$ cat config.mk
export PLATFORM = sky130hd
export DESIGN_NAME = dacctl_top
export DESIGN_NICKNAME = d
export VERILOG_FILES = /design/src/dacctl_regbyte.v /design/src/dacctl_top.v
export VERILOG_INCLUDE_DIRS = /design/src
export SDC_FILE = /design/constraint.sdc
export NUM_CORES = 1
export LEC_CHECK = 0
export BUFFER_PORTS_ARGS = -buffer_cell sky130_fd_sc_hd__clkbuf_2
export CAP_MARGIN = 5
export CORE_MARGIN = 2
export CORE_UTILIZATION = 50
export CTS_BUF_LIST = sky130_fd_sc_hd__clkbuf_2
export DETAILED_ROUTE_END_ITERATION = 10
export PLACE_DENSITY_LB_ADDON = 0.08
export SYNTH_ARGS = -nofsm -noshare
export SYNTH_HDL_FRONTEND = slang
export SYNTH_SLANG_ARGS = --single-unit
$ cat constraint.sdc
create_clock -name mclk_in -period 1.6 [get_ports mclk_in]
set_input_delay 0.16 -clock mclk_in [delete_from_list [all_inputs] [get_ports mclk_in]]
set_output_delay 0.16 -clock mclk_in [all_outputs]
set_load 0.02 [all_outputs]
$ cat src/dacctl_defines.vh
`ifndef DACCTL_DEFINES_VH
`define DACCTL_DEFINES_VH
`define DACCTL_ADDR_W 1
`define DACCTL_OFS_CONTROL 1'h0
`define DACCTL_OFS_VALUE 1'h1
`define DACCTL_BIT_ENABLE 0
`define DACCTL_BIT_BUFFER 6
`define DACCTL_BIT_STANDBY 7
`define DACCTL_CONTROL_MASK 8'hc1
`define DACCTL_CONTROL_RESET 8'h00
`define DACCTL_VALUE_RESET 8'h00
`define DACCTL_STARTUP_NS 1000
`define DACCTL_CLK_NS 100
`define DACCTL_STARTUP_CYC 8'h0a
`define DACCTL_CNT_W 8
`endif

$ cat src/dacctl_regbyte.v
`timescale 1ns/1ps
`default_nettype none
module dacctl_regbyte
(
	// Clock and reset
	input wire mclk_in,
	input wire rst_n_in,
	// Write side
	input wire we_in,
	input wire [7:0] mask_in,
	input wire [7:0] wdata_in,
	input wire [7:0] reset_value_in,
	// Stored value
	output reg [7:0] q_out
);
	// Mask keeps unimplemented bits at zero
	always @(posedge mclk_in)
	begin
		if (!rst_n_in)
			q_out <= 8'h00;
		else if (we_in)
			q_out <= (wdata_in & mask_in) | (reset_value_in & ~mask_in & 8'h00);
	end
endmodule
`default_nettype wire

$ cat src/dacctl_top.v
// Functional notes
// RULE1: Enable bit switches converter on/off
// RULE2: Enabled data write starts conversion immediately
// RULE3: Disabled data write stores; enable converts
// RULE4: Buffer bit drives pin output
// RULE5: Standby keeps running only with bit, clock
// RULE6: Standby stop powers down; wake needs startup
// RULE7: Power-down always disables converter and buffer
// RULE8: Internal output available whenever enabled; code raises internal_valid_out only once the startup count has reached zero
// RULE9: Data register eight bits, resets zero
// RULE10: Debug halt leaves converter untouched
// RULE11: Software sets routing, data before enabling
// RULE12: Clocked from the peripheral clock
// RULE13: Control bits one to five read zero
`timescale 1ns/1ps
`default_nettype none
`include "dacctl_defines.vh"
module dacctl_top
(
	// Clock and reset
	input wire mclk_in,
	input wire rst_n_in,
	// Register port
	input wire [`DACCTL_ADDR_W-1:0] addr_in,
	input wire [7:0] wdata_in,
	input wire wr_in,
	input wire rd_in,
	output reg [7:0] rdata_out,
	// Sleep state from power manager
	input wire standby_in,
	input wire power_down_in,
	input wire clk_avail_in,
	input wire debug_halt_in,
	// Analogue core control
	output reg core_power_out,
	output reg [7:0] core_code_out,
	output reg convert_start_out,
	output reg buffer_enable_out,
	output reg internal_valid_out,
	output reg ready_out
);
	// Sleep inputs come from another block; synchronise them
	reg [3:0] sync1_reg;
	reg [3:0] sync2_reg;
	wire [7:0] converter_control;
	wire [7:0] conversion_value;
	wire wr_ctrl;
	wire wr_value;
	wire enable;
	wire buf_bit;
	wire keep_running_in_standby;
	wire standby_s;
	wire pdown_s;
	wire clkok_s;
	wire active;
	reg active_prev_reg;
	reg [`DACCTL_CNT_W-1:0] start_cnt_reg;
	reg [`DACCTL_CNT_W-1:0] start_cnt_next;
	reg pending_reg;
	reg pending_next;
	reg [7:0] rdata_next;
	localparam [`DACCTL_CNT_W-1:0] STARTUP = `DACCTL_STARTUP_CYC;

	// Debug halt is deliberately not used
	always @(posedge mclk_in) // RULE12
	begin
		if (!rst_n_in)
		begin
			sync1_reg <= 4'h0;
			sync2_reg <= 4'h0;
		end
		else
		begin
			sync1_reg <= {debug_halt_in, clk_avail_in, power_down_in, standby_in};
			sync2_reg <= sync1_reg;
		end
	end
	assign standby_s = sync2_reg[0];
	assign pdown_s = sync2_reg[1];
	assign clkok_s = sync2_reg[2];

	assign wr_ctrl = wr_in && (addr_in == `DACCTL_OFS_CONTROL);
	assign wr_value = wr_in && (addr_in == `DACCTL_OFS_VALUE);

	dacctl_regbyte u_ctrl
	(
		.mclk_in(mclk_in),
		.rst_n_in(rst_n_in),
		.we_in(wr_ctrl),
		.mask_in(`DACCTL_CONTROL_MASK), // RULE13
		.wdata_in(wdata_in),
		.reset_value_in(`DACCTL_CONTROL_RESET),
		.q_out(converter_control)
	);

	dacctl_regbyte u_value
	(
		.mclk_in(mclk_in),
		.rst_n_in(rst_n_in),
		.we_in(wr_value), // RULE9
		.mask_in(8'hff),
		.wdata_in(wdata_in),
		.reset_value_in(`DACCTL_VALUE_RESET),
		.q_out(conversion_value)
	);

	assign enable = converter_control[`DACCTL_BIT_ENABLE]; // RULE1
	assign buf_bit = converter_control[`DACCTL_BIT_BUFFER];
	assign keep_running_in_standby = converter_control[`DACCTL_BIT_STANDBY];

	// Powered when enabled unless sleep stops it; debug halt has no say
	assign active = enable && !pdown_s // RULE7 RULE10
		&& !(standby_s && !(keep_running_in_standby && clkok_s)); // RULE5

	// A start that arrives while warming up waits for the counter
	always @*
	begin
		start_cnt_next = start_cnt_reg;
		pending_next = pending_reg;
		if (!active)
		begin
			start_cnt_next = STARTUP;
			pending_next = 1'b0;
		end
		else
		begin
			if (!active_prev_reg)
				pending_next = 1'b1; // RULE3 RULE6
			if (start_cnt_reg != {`DACCTL_CNT_W{1'b0}})
				start_cnt_next = start_cnt_reg - {{(`DACCTL_CNT_W-1){1'b0}}, 1'b1}; // RULE6
			if (wr_value)
				pending_next = 1'b1; // RULE2
			if (pending_reg && start_cnt_reg == {`DACCTL_CNT_W{1'b0}} && !wr_value)
				pending_next = 1'b0;
		end
	end

	always @*
	begin
		rdata_next = 8'h00;
		if (rd_in)
		begin
			if (addr_in == `DACCTL_OFS_CONTROL)
				rdata_next = converter_control; // RULE13
			else
				rdata_next = conversion_value;
		end
	end

	always @(posedge mclk_in)
	begin
		if (!rst_n_in)
		begin
			active_prev_reg <= 1'b0;
			start_cnt_reg <= STARTUP;
			pending_reg <= 1'b0;
			rdata_out <= 8'h00;
			core_power_out <= 1'b0;
			core_code_out <= `DACCTL_VALUE_RESET;
			convert_start_out <= 1'b0;
			buffer_enable_out <= 1'b0;
			internal_valid_out <= 1'b0;
			ready_out <= 1'b0;
		end
		else
		begin
			active_prev_reg <= active;
			start_cnt_reg <= start_cnt_next;
			pending_reg <= pending_next;
			rdata_out <= rdata_next;
			core_power_out <= active; // RULE1 RULE6
			buffer_enable_out <= active && buf_bit; // RULE4 RULE6
			internal_valid_out <= active && start_cnt_reg == {`DACCTL_CNT_W{1'b0}}; // RULE8
			ready_out <= active && start_cnt_next == {`DACCTL_CNT_W{1'b0}};
			convert_start_out <= 1'b0;
			if (active && pending_reg && start_cnt_reg == {`DACCTL_CNT_W{1'b0}})
			begin
				convert_start_out <= 1'b1; // RULE2 RULE3
				core_code_out <= conversion_value;
			end
		end
	end
endmodule
`default_nettype wire
==> results of run 1 <==
-- repair_timing --
| action | in CTS | in global routing |
|---|---|---|
| setup endpoints to repair | 11 | 14 |
| endpoints found under the hold margin | 17 | 0 |
| buffers inserted | 1 | 2 |
| hold buffers | 12 | 0 |
| pin swaps | 1 | 0 |
| resized for setup | 5 | 23 |
-- kinds of logic after synthesis --
group	synth area share, %
AOI/OAI and AO/OA	13.0
xor gates and xnor gates	1.45
adders and majority gates	1.38
buffers and inverters	3.18
DFF	52.0
muxes	4.98
and+or+nand+nor	24.1
-- power by group through the flow --
| stage | combinational, mW | sequential (mW) | clock (mW) |
|---|---|---|---|
| 2_1_floorplan | 0.0713 | 1.24 | 0 |
| 3_3_place_gp | 0.120 | 1.24 | 0 |
| 3_5_place_dp | 0.123 | 1.24 | 0 |
| 4_1_cts | 0.149 | 1.21 | 0.490 |
| 5_1_grt | 0.172 | 1.22 | 0.538 |
| 6_report | 0.156 | 1.21 | 0.478 |
-- routing by layer --
metal / up-vias / wire (um) / GRT usage [%]
met3: 9 / 204 / 4.75
met5: - / 0 / 0
li1: 820 / - / -
met2: 48 / 2020 / 36.3
met1: 773 / 1870 / 28.3
met4: 0 / 66 / 8.78
-- per-stage QoR --
step           TNS [ns]  hold WS [ns]  util, %  cells
2_1_floorplan         0         0.287        -    197
6_report         -0.158        0.0732     71.1    311
4_1_cts          -0.143        0.0526     69.1    309
5_1_grt          -0.563        0.0588     71.1    311
3_5_place_dp     -0.750         0.376     63.1    288
3_3_place_gp     -0.133         0.369     63.1    288
-- worst paths after layout --
kind | startpoint | endpoint | slack, ns | depth (start not counted)
setup reg to reg | start_cnt_reg[0]$_SDFF_PN0_ | ready_out$_SDFF_PN0_ | -0.09 | 6
hold reg to reg | sync1_reg[2]$_SDFF_PN0_ | sync2_reg[2]$_SDFF_PN0_ | 0.47 | 1
hold / removal | rst_n_in | sync2_reg[1]$_SDFF_PN0_ | 0.07 | 2
setup / recovery | start_cnt_reg[0]$_SDFF_PN0_ | ready_out$_SDFF_PN0_ | -0.09 | 6
-- layout make-up --
type                            instances  share of cell area, %
Clock buffer                            6                   1.24
Timing Repair Buffer                   67                   18.4
Sequential cell                        47                   38.9
Clock inverter                          2                  0.515
Inverter                                7                   1.19
Multi-Input combinational cell        136                   37.4
Tap cell                               46                   2.37
-- synthesized netlist by cell type (2+ instances only) --
| cell | instances |
|---|---|
| dfxtp_1 | 47 |
| o21ai_0 | 11 |
| mux2i_1 | 9 |
| a21oi_1 | 20 |
| and2_1 | 12 |
| inv_1 | 6 |
| clkbuf_1 | 5 |
| nor3_1 | 5 |
| nor2_1 | 16 |
| xnor2_1 | 3 |
| nand3_1 | 20 |
| nand2_1 | 14 |
| nand3b_1 | 3 |
| ha_1 | 2 |
| and3_1 | 3 |
==> flow_metrics.tcl, run 1 <==
set metrics [dict create \
    setup_viol 4 \
    row_count 21 \
    synth_top_flop_cell "dfxtp_1" \
    synthCells 197 \
    num_vias 1650 \
    hold_violations 0 \
    min_period_ns 1.69 \
    fin_nets 283 \
    critical_path_class "flip-flop to flip-flop" \
    drcViolationCount 0 \
    power_frac_comb_pct 8.5 \
    fin_crit_sh_pct 105 \
    final_area_um2 2430 \
    dr.pass1.iters 4 \
    min_path_type "input port to flip-flop" \
    regArea_um2 943 \
    worstPathArrival_ns 2.02 \
    root_buffer "clkbuf_2" \
    grt_pass1_vias 1587 \
    power_density_nw_per_um2 761 \
    multi_input_area_um2 908 \
    rsz0062_at_grt "yes" \
    max_stage_delay_ns 0.49 \
    grt_pass1_wl_um 7080 \
    wl_um 4170 \
    yosys-top-cells-area "dfxtp_1 52%, a21oi_1 5.5%, nand3_1 5.5%" \
    swShare_pct 25.0 \
    cts_tree "built" \
    status "finished with violations" \
    cap_violations 0 \
    clock_skew_ns 0.0168 \
    vdd_drop_max_uv 666 \
    yosys_register_bits 47 \
    gp_congestion 0.796 \
    die_w_um 64.2 \
    critPathBufInv 1 \
    placed_cell_area_um2 2150 \
    setup_ws_ns -0.0874 \
    numPortBuffers 36 \
    seqPwrFrac_pct 65.7 \
    power.internal_mw 1.39 \
    diodes 0 \
    routed_via_density 5.31 \
    start_util_pct 53.0 \
    dr.first_iter.drc_count 76 \
    fmax_mhz 593 \
    clk_path_buf_depth 2 \
    avgSynthCellArea_um2 9.19 \
    core_area_um2 3420 \
    violations "negative setup slack" \
    leakagePower_nw 1.01 \
    crit_path_start_kind "flip-flop" \
    synth.top_cell.area_share_pct 52.0 \
    path_delay_family "simple AND/OR/NAND/NOR gates" \
    place_ws_ns -0.114 \
    drive_above_1_share_pct 33.2 \
    synth_edf_count 0 \
    die_area_um2 4120 \
    pwr-share-clk_pct 25.9 \
    hpwl_um 2950 \
    layout_common_cells "45 x dfxtp_1, 42 x clkbuf_2, 20 x a21oi_1" \
    gr-total-overflow 0 \
    crit_required_ns 1.94 \
    die_h_um 64.2 \
    area_growth_pct 34.1 \
    yosysWarnings 0 \
    htree_levels 2 \
    crit_chain "inv_4, ha_4, or4b_4, nor3_4, o21ai_2, a2111oi_4" \
    syn-num-nets 216 \
    drv_slew 0 \
    cts_buffers 5 \
    critPathMaxFanout 3 \
    tightest_slew_ns 0.482 \
    yosysTopAreaCell "dfxtp_1" \
    endpoint_kind "flip-flop" \
    grt_max_degree 20 \
    antenna_found_initial 0 \
    synthArstFlopShare_pct 0 \
    fill_cells 282 \
    clkTransAtPathRegs_ns 0.22 \
    synth_cell_types 36 \
    slew_headroom_pct 67.7 \
    wire_per_inst_um 13.4 \
    ios 38 \
    grt_usage_pct 22.1 \
    ant_nets 0 \
    final_common_cell "dfxtp_1" \
    clk_latency_ns 0.42 \
    seq_area_frac_synth_pct 52.0 \
    syn_area_um2 1810 \
    power_mw 1.85 \
    cts_num_sinks 47 \
    cp_slowest_cell "or4b_4" \
    p_sw_uw 462 \
]
Note: power is estimated with default switching activity, not from simulation.
==> run 2: changes to the inputs <==
CORE_UTILIZATION = 35   (was 50)
SYNTH_HIERARCHICAL = 1   (was unset)
==> run 2 against run 1 <==
  * The run still ends with negative setup slack left
  * Synthesized area up 11%
  * Combinational power up 3%
  * Count of clock-buffer cells in the layout unchanged
==> flow_metrics.tcl, run 2 <==
set metrics [dict create \
    status "finished with violations" \
    violations "negative setup slack" \
    dp_cells 345 \
    cap_violations 0 \
    hold_violations 0 \
    grt_usage_pct 15.0 \
    cts_num_sinks 52 \
    ant_nets 0 \
    final_cells 368 \
    synth_top_flop_cell "dfxtp_1" \
    start_util_pct 36.4 \
    grt_pass1_vias 1520 \
    synth_edf_count 0 \
    synth.top_cell.area_share_pct 51.6 \
    yosysWarnings 6 \
    fill_cells 577 \
    routed_via_density 4.57 \
    drcViolationCount 0 \
    clk_path_buf_depth 2 \
    dr.pass1.iters 4 \
    seq_area_frac_synth_pct 51.6 \
    place_ws_ns -0.0527 \
    holdCritStartpoint "addr_in" \
    vdd_drop_max_uv 439 \
    max_stage_delay_ns 0.48 \
    min_period_ns 1.65 \
    critPathMaxFanout 3 \
    worstPathArrival_ns 1.99 \
    cts_tree "built" \
    htree_levels 2 \
    finalSetupTns_ns -0.156 \
    clock_skew_ns 0.0232 \
    ios 38 \
    final_common_cell "dfxtp_1" \
    leakagePower_nw 1.17 \
    die_w_um 79.9 \
    die_h_um 79.9 \
    endpoint_kind "flip-flop" \
    hpwl_um 3080 \
    fin_nets 315 \
    grt_max_degree 39 \
    area_growth_pct 31.4 \
    crit_start "start_cnt_reg[1]$_SDFF_PN1_" \
    layout_common_cells "50 x dfxtp_1, 42 x clkbuf_2, 26 x nand2_1" \
    rsz0062_at_grt "yes" \
    yosysMostFrequentCell "dfxtp_1" \
    power_mw 2.00 \
    wire_per_inst_um 12.0 \
    synth_common_cells "52 x dfxtp_1, 26 x nand2_1, 17 x nand3b_1, 17 x nand4_1, 17 x nor2_1" \
    yosys_register_bits 52 \
    fin_crit_sh_pct 103 \
    setup_viol 8 \
    core_area_um2 5540 \
    fmax_mhz 607 \
    syn_area_um2 2020 \
    die_area_um2 6380 \
    row_count 27 \
    clk_latency_ns 0.43 \
    numPortBuffers 36 \
    crit_chain "inv_2, ha_4, or4b_4, nor3_4, buf_4, a21oi_2, o21a_1" \
    synthArstFlopShare_pct 0 \
    yosysTopAreaCell "dfxtp_1" \
    synth_cell_types 32 \
    crit_required_ns 1.95 \
    cts_buffers 5 \
    drive_above_1_share_pct 26.4 \
    min_path_type "input port to flip-flop" \
    dr.first_iter.drc_count 70 \
    critical_path_class "flip-flop to flip-flop" \
    gp_congestion 0.774 \
    cp_slowest_cell "or4b_4" \
    timing.rr.start "start_cnt_reg[1]$_SDFF_PN1_" \
    drv_slew 0 \
    num_vias 1683 \
    diodes 0 \
    avgSynthCellArea_um2 9.46 \
    yosys-top-cells-area "dfxtp_1 52%, nand3b_1 6.3%, nand4_1 5.3%" \
    crit_path_start_kind "flip-flop" \
    grt_pass1_wl_um 7350 \
    clkTransAtPathRegs_ns 0.24 \
    setup_ws_ns -0.0465 \
    power_density_nw_per_um2 754 \
    wl_um 4410 \
    root_buffer "clkbuf_2" \
    antenna_found_initial 0 \
    gr-total-overflow 0 \
    synthCells 213 \
    finish.utilization_pct 47.8 \
]
[run 2: metrics by stage]
step / instance area [um^2] / hold slack, ns
after floorplan: 2080 / 0.282
after global placement: 2430 / 0.365
after detailed placement: 2430 / 0.368
after CTS: 2620 / 0.0911
after global routing: 2650 / 0.0988
final: 2650 / 0.103
[run 2: path summary, 6_finish.rpt]
kind	to	slack (ns)	cells after the start
hold reg to reg	sync2_reg[1]$_SDFF_PN0_	0.46	1
hold / removal	rdata_out[1]$_SDFF_PN0_	0.10	3
setup reg to reg	pending_reg$_SDFFE_PP0P_	-0.05	7
setup / recovery	pending_reg$_SDFFE_PP0P_	-0.05	7
[run 2: metal layers]
| metal | share of wire [%] | GRT usage (%) | up-vias |
|---|---|---|---|
| met2 | 42 | 21.6 | 35 |
| li1 | - | - | 899 |
| met5 | 0 | 0 | - |
| met4 | 1.3 | 5.08 | 0 |
| met1 | 53 | 21.3 | 744 |
| met3 | 4.3 | 4.19 | 5 |
[run 2: power breakdown]
group	internal, mW	leakage [nW]	total [mW]	switching (mW)
Clock	0.104	0.0288	0.501	0.397
Combinational	0.0797	0.723	0.161	0.0808
Sequential	1.32	0.421	1.33	0.0122
Total	1.51	1.17	2.00	0.490
[run 2: critical path, delay by kind of cell, from the launching register on]
family	cells	cell delay [ns]
adder cells (fa/ha/maj)	1	0.14
AO/OA/AOI/OAI	2	0.20
flip-flops	1	0.37
AND/OR/NAND/NOR	2	0.66
buffers and inverters	2	0.22
[run 2: layout make-up]
type	count	area [um^2]	area share, %
Multi-Input combinational cell	165	1000	37.7
Clock buffer	6	30.0	1.13
Inverter	5	18.8	0.709
Clock inverter	1	5.00	0.189
Tap cell	72	90.1	3.40
Timing Repair Buffer	67	462	17.4
Sequential cell	52	1040	39.4
[run 2: logic make-up after synthesis]
| logic type | count (synthesis) | share of synthesized area (%) |
|---|---|---|
| muxes | 8 | 3.97 |
| AOI/OAI and AO/OA | 24 | 6.70 |
| DFF | 52 | 51.6 |
| buffers and inverters | 10 | 3.35 |
| other | 2 | 0.373 |
| adders and majority gates | 2 | 1.24 |
| and+or+nand+nor | 109 | 30.1 |
| xor gates and xnor gates | 6 | 2.61 |
[run 2: repair_timing]
item,in CTS,in global routing
endpoints found under the setup margin,13,10
pin swaps,2,1
hold endpoints to repair,15,0
buffers inserted,2,1
hold buffers,13,0
gates resized for setup,3,6
==> run 3: changes to the inputs <==
CORE_ASPECT_RATIO = 0.7   (was unset)
==> run 3 against run 2 <==
  * The run still ends with negative setup slack left
  * Combinational power down 5%
  * Cell count did not move
  * Register-to-register slack hardly changed
  * Sequential share of layout area grew 0.39 points
  * Design area is 0.99% lower
  * Utilization down 1.3 points
  * Non-clock buffer count fell by 4
  * Count of clock-buffer cells in the layout down 1
  * Global-route usage up 0.78 points
  * Power rose by 1.2%
  * Fmax grew 0.91%
  * Largest power group unchanged
  * Highest routed layer unchanged
==> flow_metrics.tcl, run 3 (synthesized netlist as in run 2, its figures left out) <==
set metrics [dict create \
    ant_nets 0 \
    gr-total-overflow 0 \
    timing.hold.ws_ns 0.117 \
    diodes 0 \
    critPathBufInv 2 \
    crit_path_start_kind "flip-flop" \
    die_area_um2 6390 \
    dr.first_iter.drc_count 61 \
    die_w_um 94.7 \
    wl_um 4550 \
    setup_viol 6 \
    status "finished with violations" \
    ff2ff_setup_slack_ns -0.03 \
    rsz0062_at_grt "yes" \
    fin_nets 311 \
    vdd_drop_max_uv 279 \
    min_to "u_value/q_out[7]$_SDFFE_PN0P_" \
    crit_required_ns 2.00 \
    cts_num_sinks 52 \
    fin_crit_sh_pct 102 \
    pwr-share-clk_pct 26.3 \
    power.internal_mw 1.50 \
    ios 38 \
    layout_common_cells "50 x dfxtp_1, 41 x clkbuf_2, 25 x nand2_1" \
    antenna_found_initial 0 \
    grt_usage_pct 15.8 \
    min_path_type "input port to flip-flop" \
    finalSetupTns_ns -0.0899 \
    max_stage_delay_ns 0.49 \
    core_area_um2 5640 \
    finish.utilization_pct 46.5 \
    critical_path_class "flip-flop to flip-flop" \
    drcViolationCount 0 \
    seqPwrFrac_pct 66.1 \
    clock_skew_ns 0.0196 \
    htree_levels 2 \
    drv_slew 0 \
    holdCritStartpoint "rst_n_in" \
    hold_depth 3 \
    leakagePower_nw 1.15 \
    final_common_cell "dfxtp_1" \
    cts_buffers 5 \
    start_util_pct 35.7 \
    numPortBuffers 36 \
    row_count 23 \
    power_density_nw_per_um2 771 \
    gp_congestion 0.825 \
    min_period_ns 1.63 \
    power_frac_comb_pct 7.5 \
    final_cells 368 \
    grt_max_degree 31 \
    routed_via_density 4.55 \
    grt_pass1_wl_um 7490 \
    r2r.worst_path.cells 7 \
    clk_path_buf_depth 2 \
    violations "negative setup slack" \
    cp_slowest_cell "or4b_4" \
    worstPathArrival_ns 2.03 \
    setup_ws_ns -0.0316 \
    drive_above_1_share_pct 26.6 \
    crit_chain "inv_2, ha_4, or4b_4, nor3_4, buf_6, nand3_2, a21oi_2" \
    hold_violations 0 \
    die_h_um 67.5 \
    hpwl_um 3300 \
    cap_violations 0 \
    grt_pass1_vias 1471 \
    clk_latency_ns 0.43 \
    cts_tree "built" \
    critPathMaxFanout 8 \
    dr.pass1.iters 4 \
    root_buffer "clkbuf_2" \
    power_mw 2.02 \
    rr_endpoint "core_code_out[5]$_SDFFE_PN0P_" \
    path_delay_family "simple AND/OR/NAND/NOR gates" \
    swShare_pct 25.6 \
    wire_per_inst_um 12.4 \
    dp_cells 346 \
    fmax_mhz 613 \
    endpoint_kind "flip-flop" \
    num_vias 1673 \
    p_sw_uw 517 \
    clkTransAtPathRegs_ns 0.28 \
    area_growth_pct 30.1 \
    timing.rr.start "start_cnt_reg[1]$_SDFF_PN1_" \
]
==> run 3: changes by cell type in the layout (fill, tap and decap cells not counted), moves of 2 or more <==
cell / previous run / this run
dlygate4sd3_1: 13 / 11
nor3_2: 1 / 3
nor3_1: 3 / 1
clkinvlp_4: 0 / 2
==> run 3: layer usage <==
layer | vias up | track usage [%] | wire [um]
met5 | - | 0 | 0
met4 | 0 | 4.89 | 18
met3 | 3 | 4.24 | 230
met2 | 32 | 20.6 | 1680
met1 | 752 | 24.5 | 2620
li1 | 886 | - | -
==> run 3: worst max-delay path by stage <==
| stage | from | end | slack, ns | cells past startpoint |
|---|---|---|---|---|
| after global routing | start_cnt_reg[1]$_SDFF_PN1_ | core_code_out[5]$_SDFFE_PN0P_ | -0.12 | 7 |
| after floorplan | start_cnt_reg[0]$_SDFF_PN0_ | pending_reg$_SDFFE_PP0P_ | -0.02 | 6 |
| after detailed placement | start_cnt_reg[1]$_SDFF_PN1_ | core_code_out[5]$_SDFFE_PN0P_ | -0.09 | 7 |
| final | start_cnt_reg[1]$_SDFF_PN1_ | core_code_out[5]$_SDFFE_PN0P_ | -0.03 | 7 |
| after CTS | start_cnt_reg[1]$_SDFF_PN1_ | core_code_out[5]$_SDFFE_PN0P_ | -0.03 | 7 |
| after global placement | start_cnt_reg[1]$_SDFF_PN1_ | core_code_out[5]$_SDFFE_PN0P_ | -0.02 | 7 |
==> run 3: per-stage QoR <==
stage	cell area (um^2)	setup WS [ns]
2_1_floorplan	2080	-0.0172
3_3_place_gp	2400	-0.0186
3_5_place_dp	2400	-0.0869
4_1_cts	2590	-0.0327
5_1_grt	2620	-0.118
6_report	2620	-0.0316
==> run 3: final cells by class <==
class | instances | area, um^2
clock inverters | 3 | 23.8
repair buffers | 63 | 414
clock buffers | 5 | 25.0
flip-flops and latches | 52 | 1040
well taps | 75 | 93.8
inverters | 5 | 18.8
fillers | 609 | 3020
multi-input cells | 165 | 1000
==> run 3: power groups by stage <==
stage          clock (mW)  combinational, mW  sequential (mW)
2_1_floorplan           0             0.0777             1.36
3_3_place_gp            0              0.131             1.36
3_5_place_dp            0              0.131             1.36
4_1_cts             0.577              0.153             1.34
5_1_grt             0.624              0.172             1.34
6_report            0.532              0.153             1.34
==> run 3: timing repair <==
item / 4_1_cts / 5_1_grt
hold buffers: 11 / 0
setup endpoints to repair: 14 / 18
hold endpoints to repair: 14 / 0
gates resized for setup: 4 / 6
setup buffers: 2 / 1
pin swaps: 3 / 0
==> run 3: worst reg2reg max path: cells and delay by family (launching register included) <==
kind            cells  cell delay [ns]
compound gates      1             0.14
simple gates        3             0.73
buf+inv             2             0.22
fa+ha+maj           1             0.14
flops               1             0.38
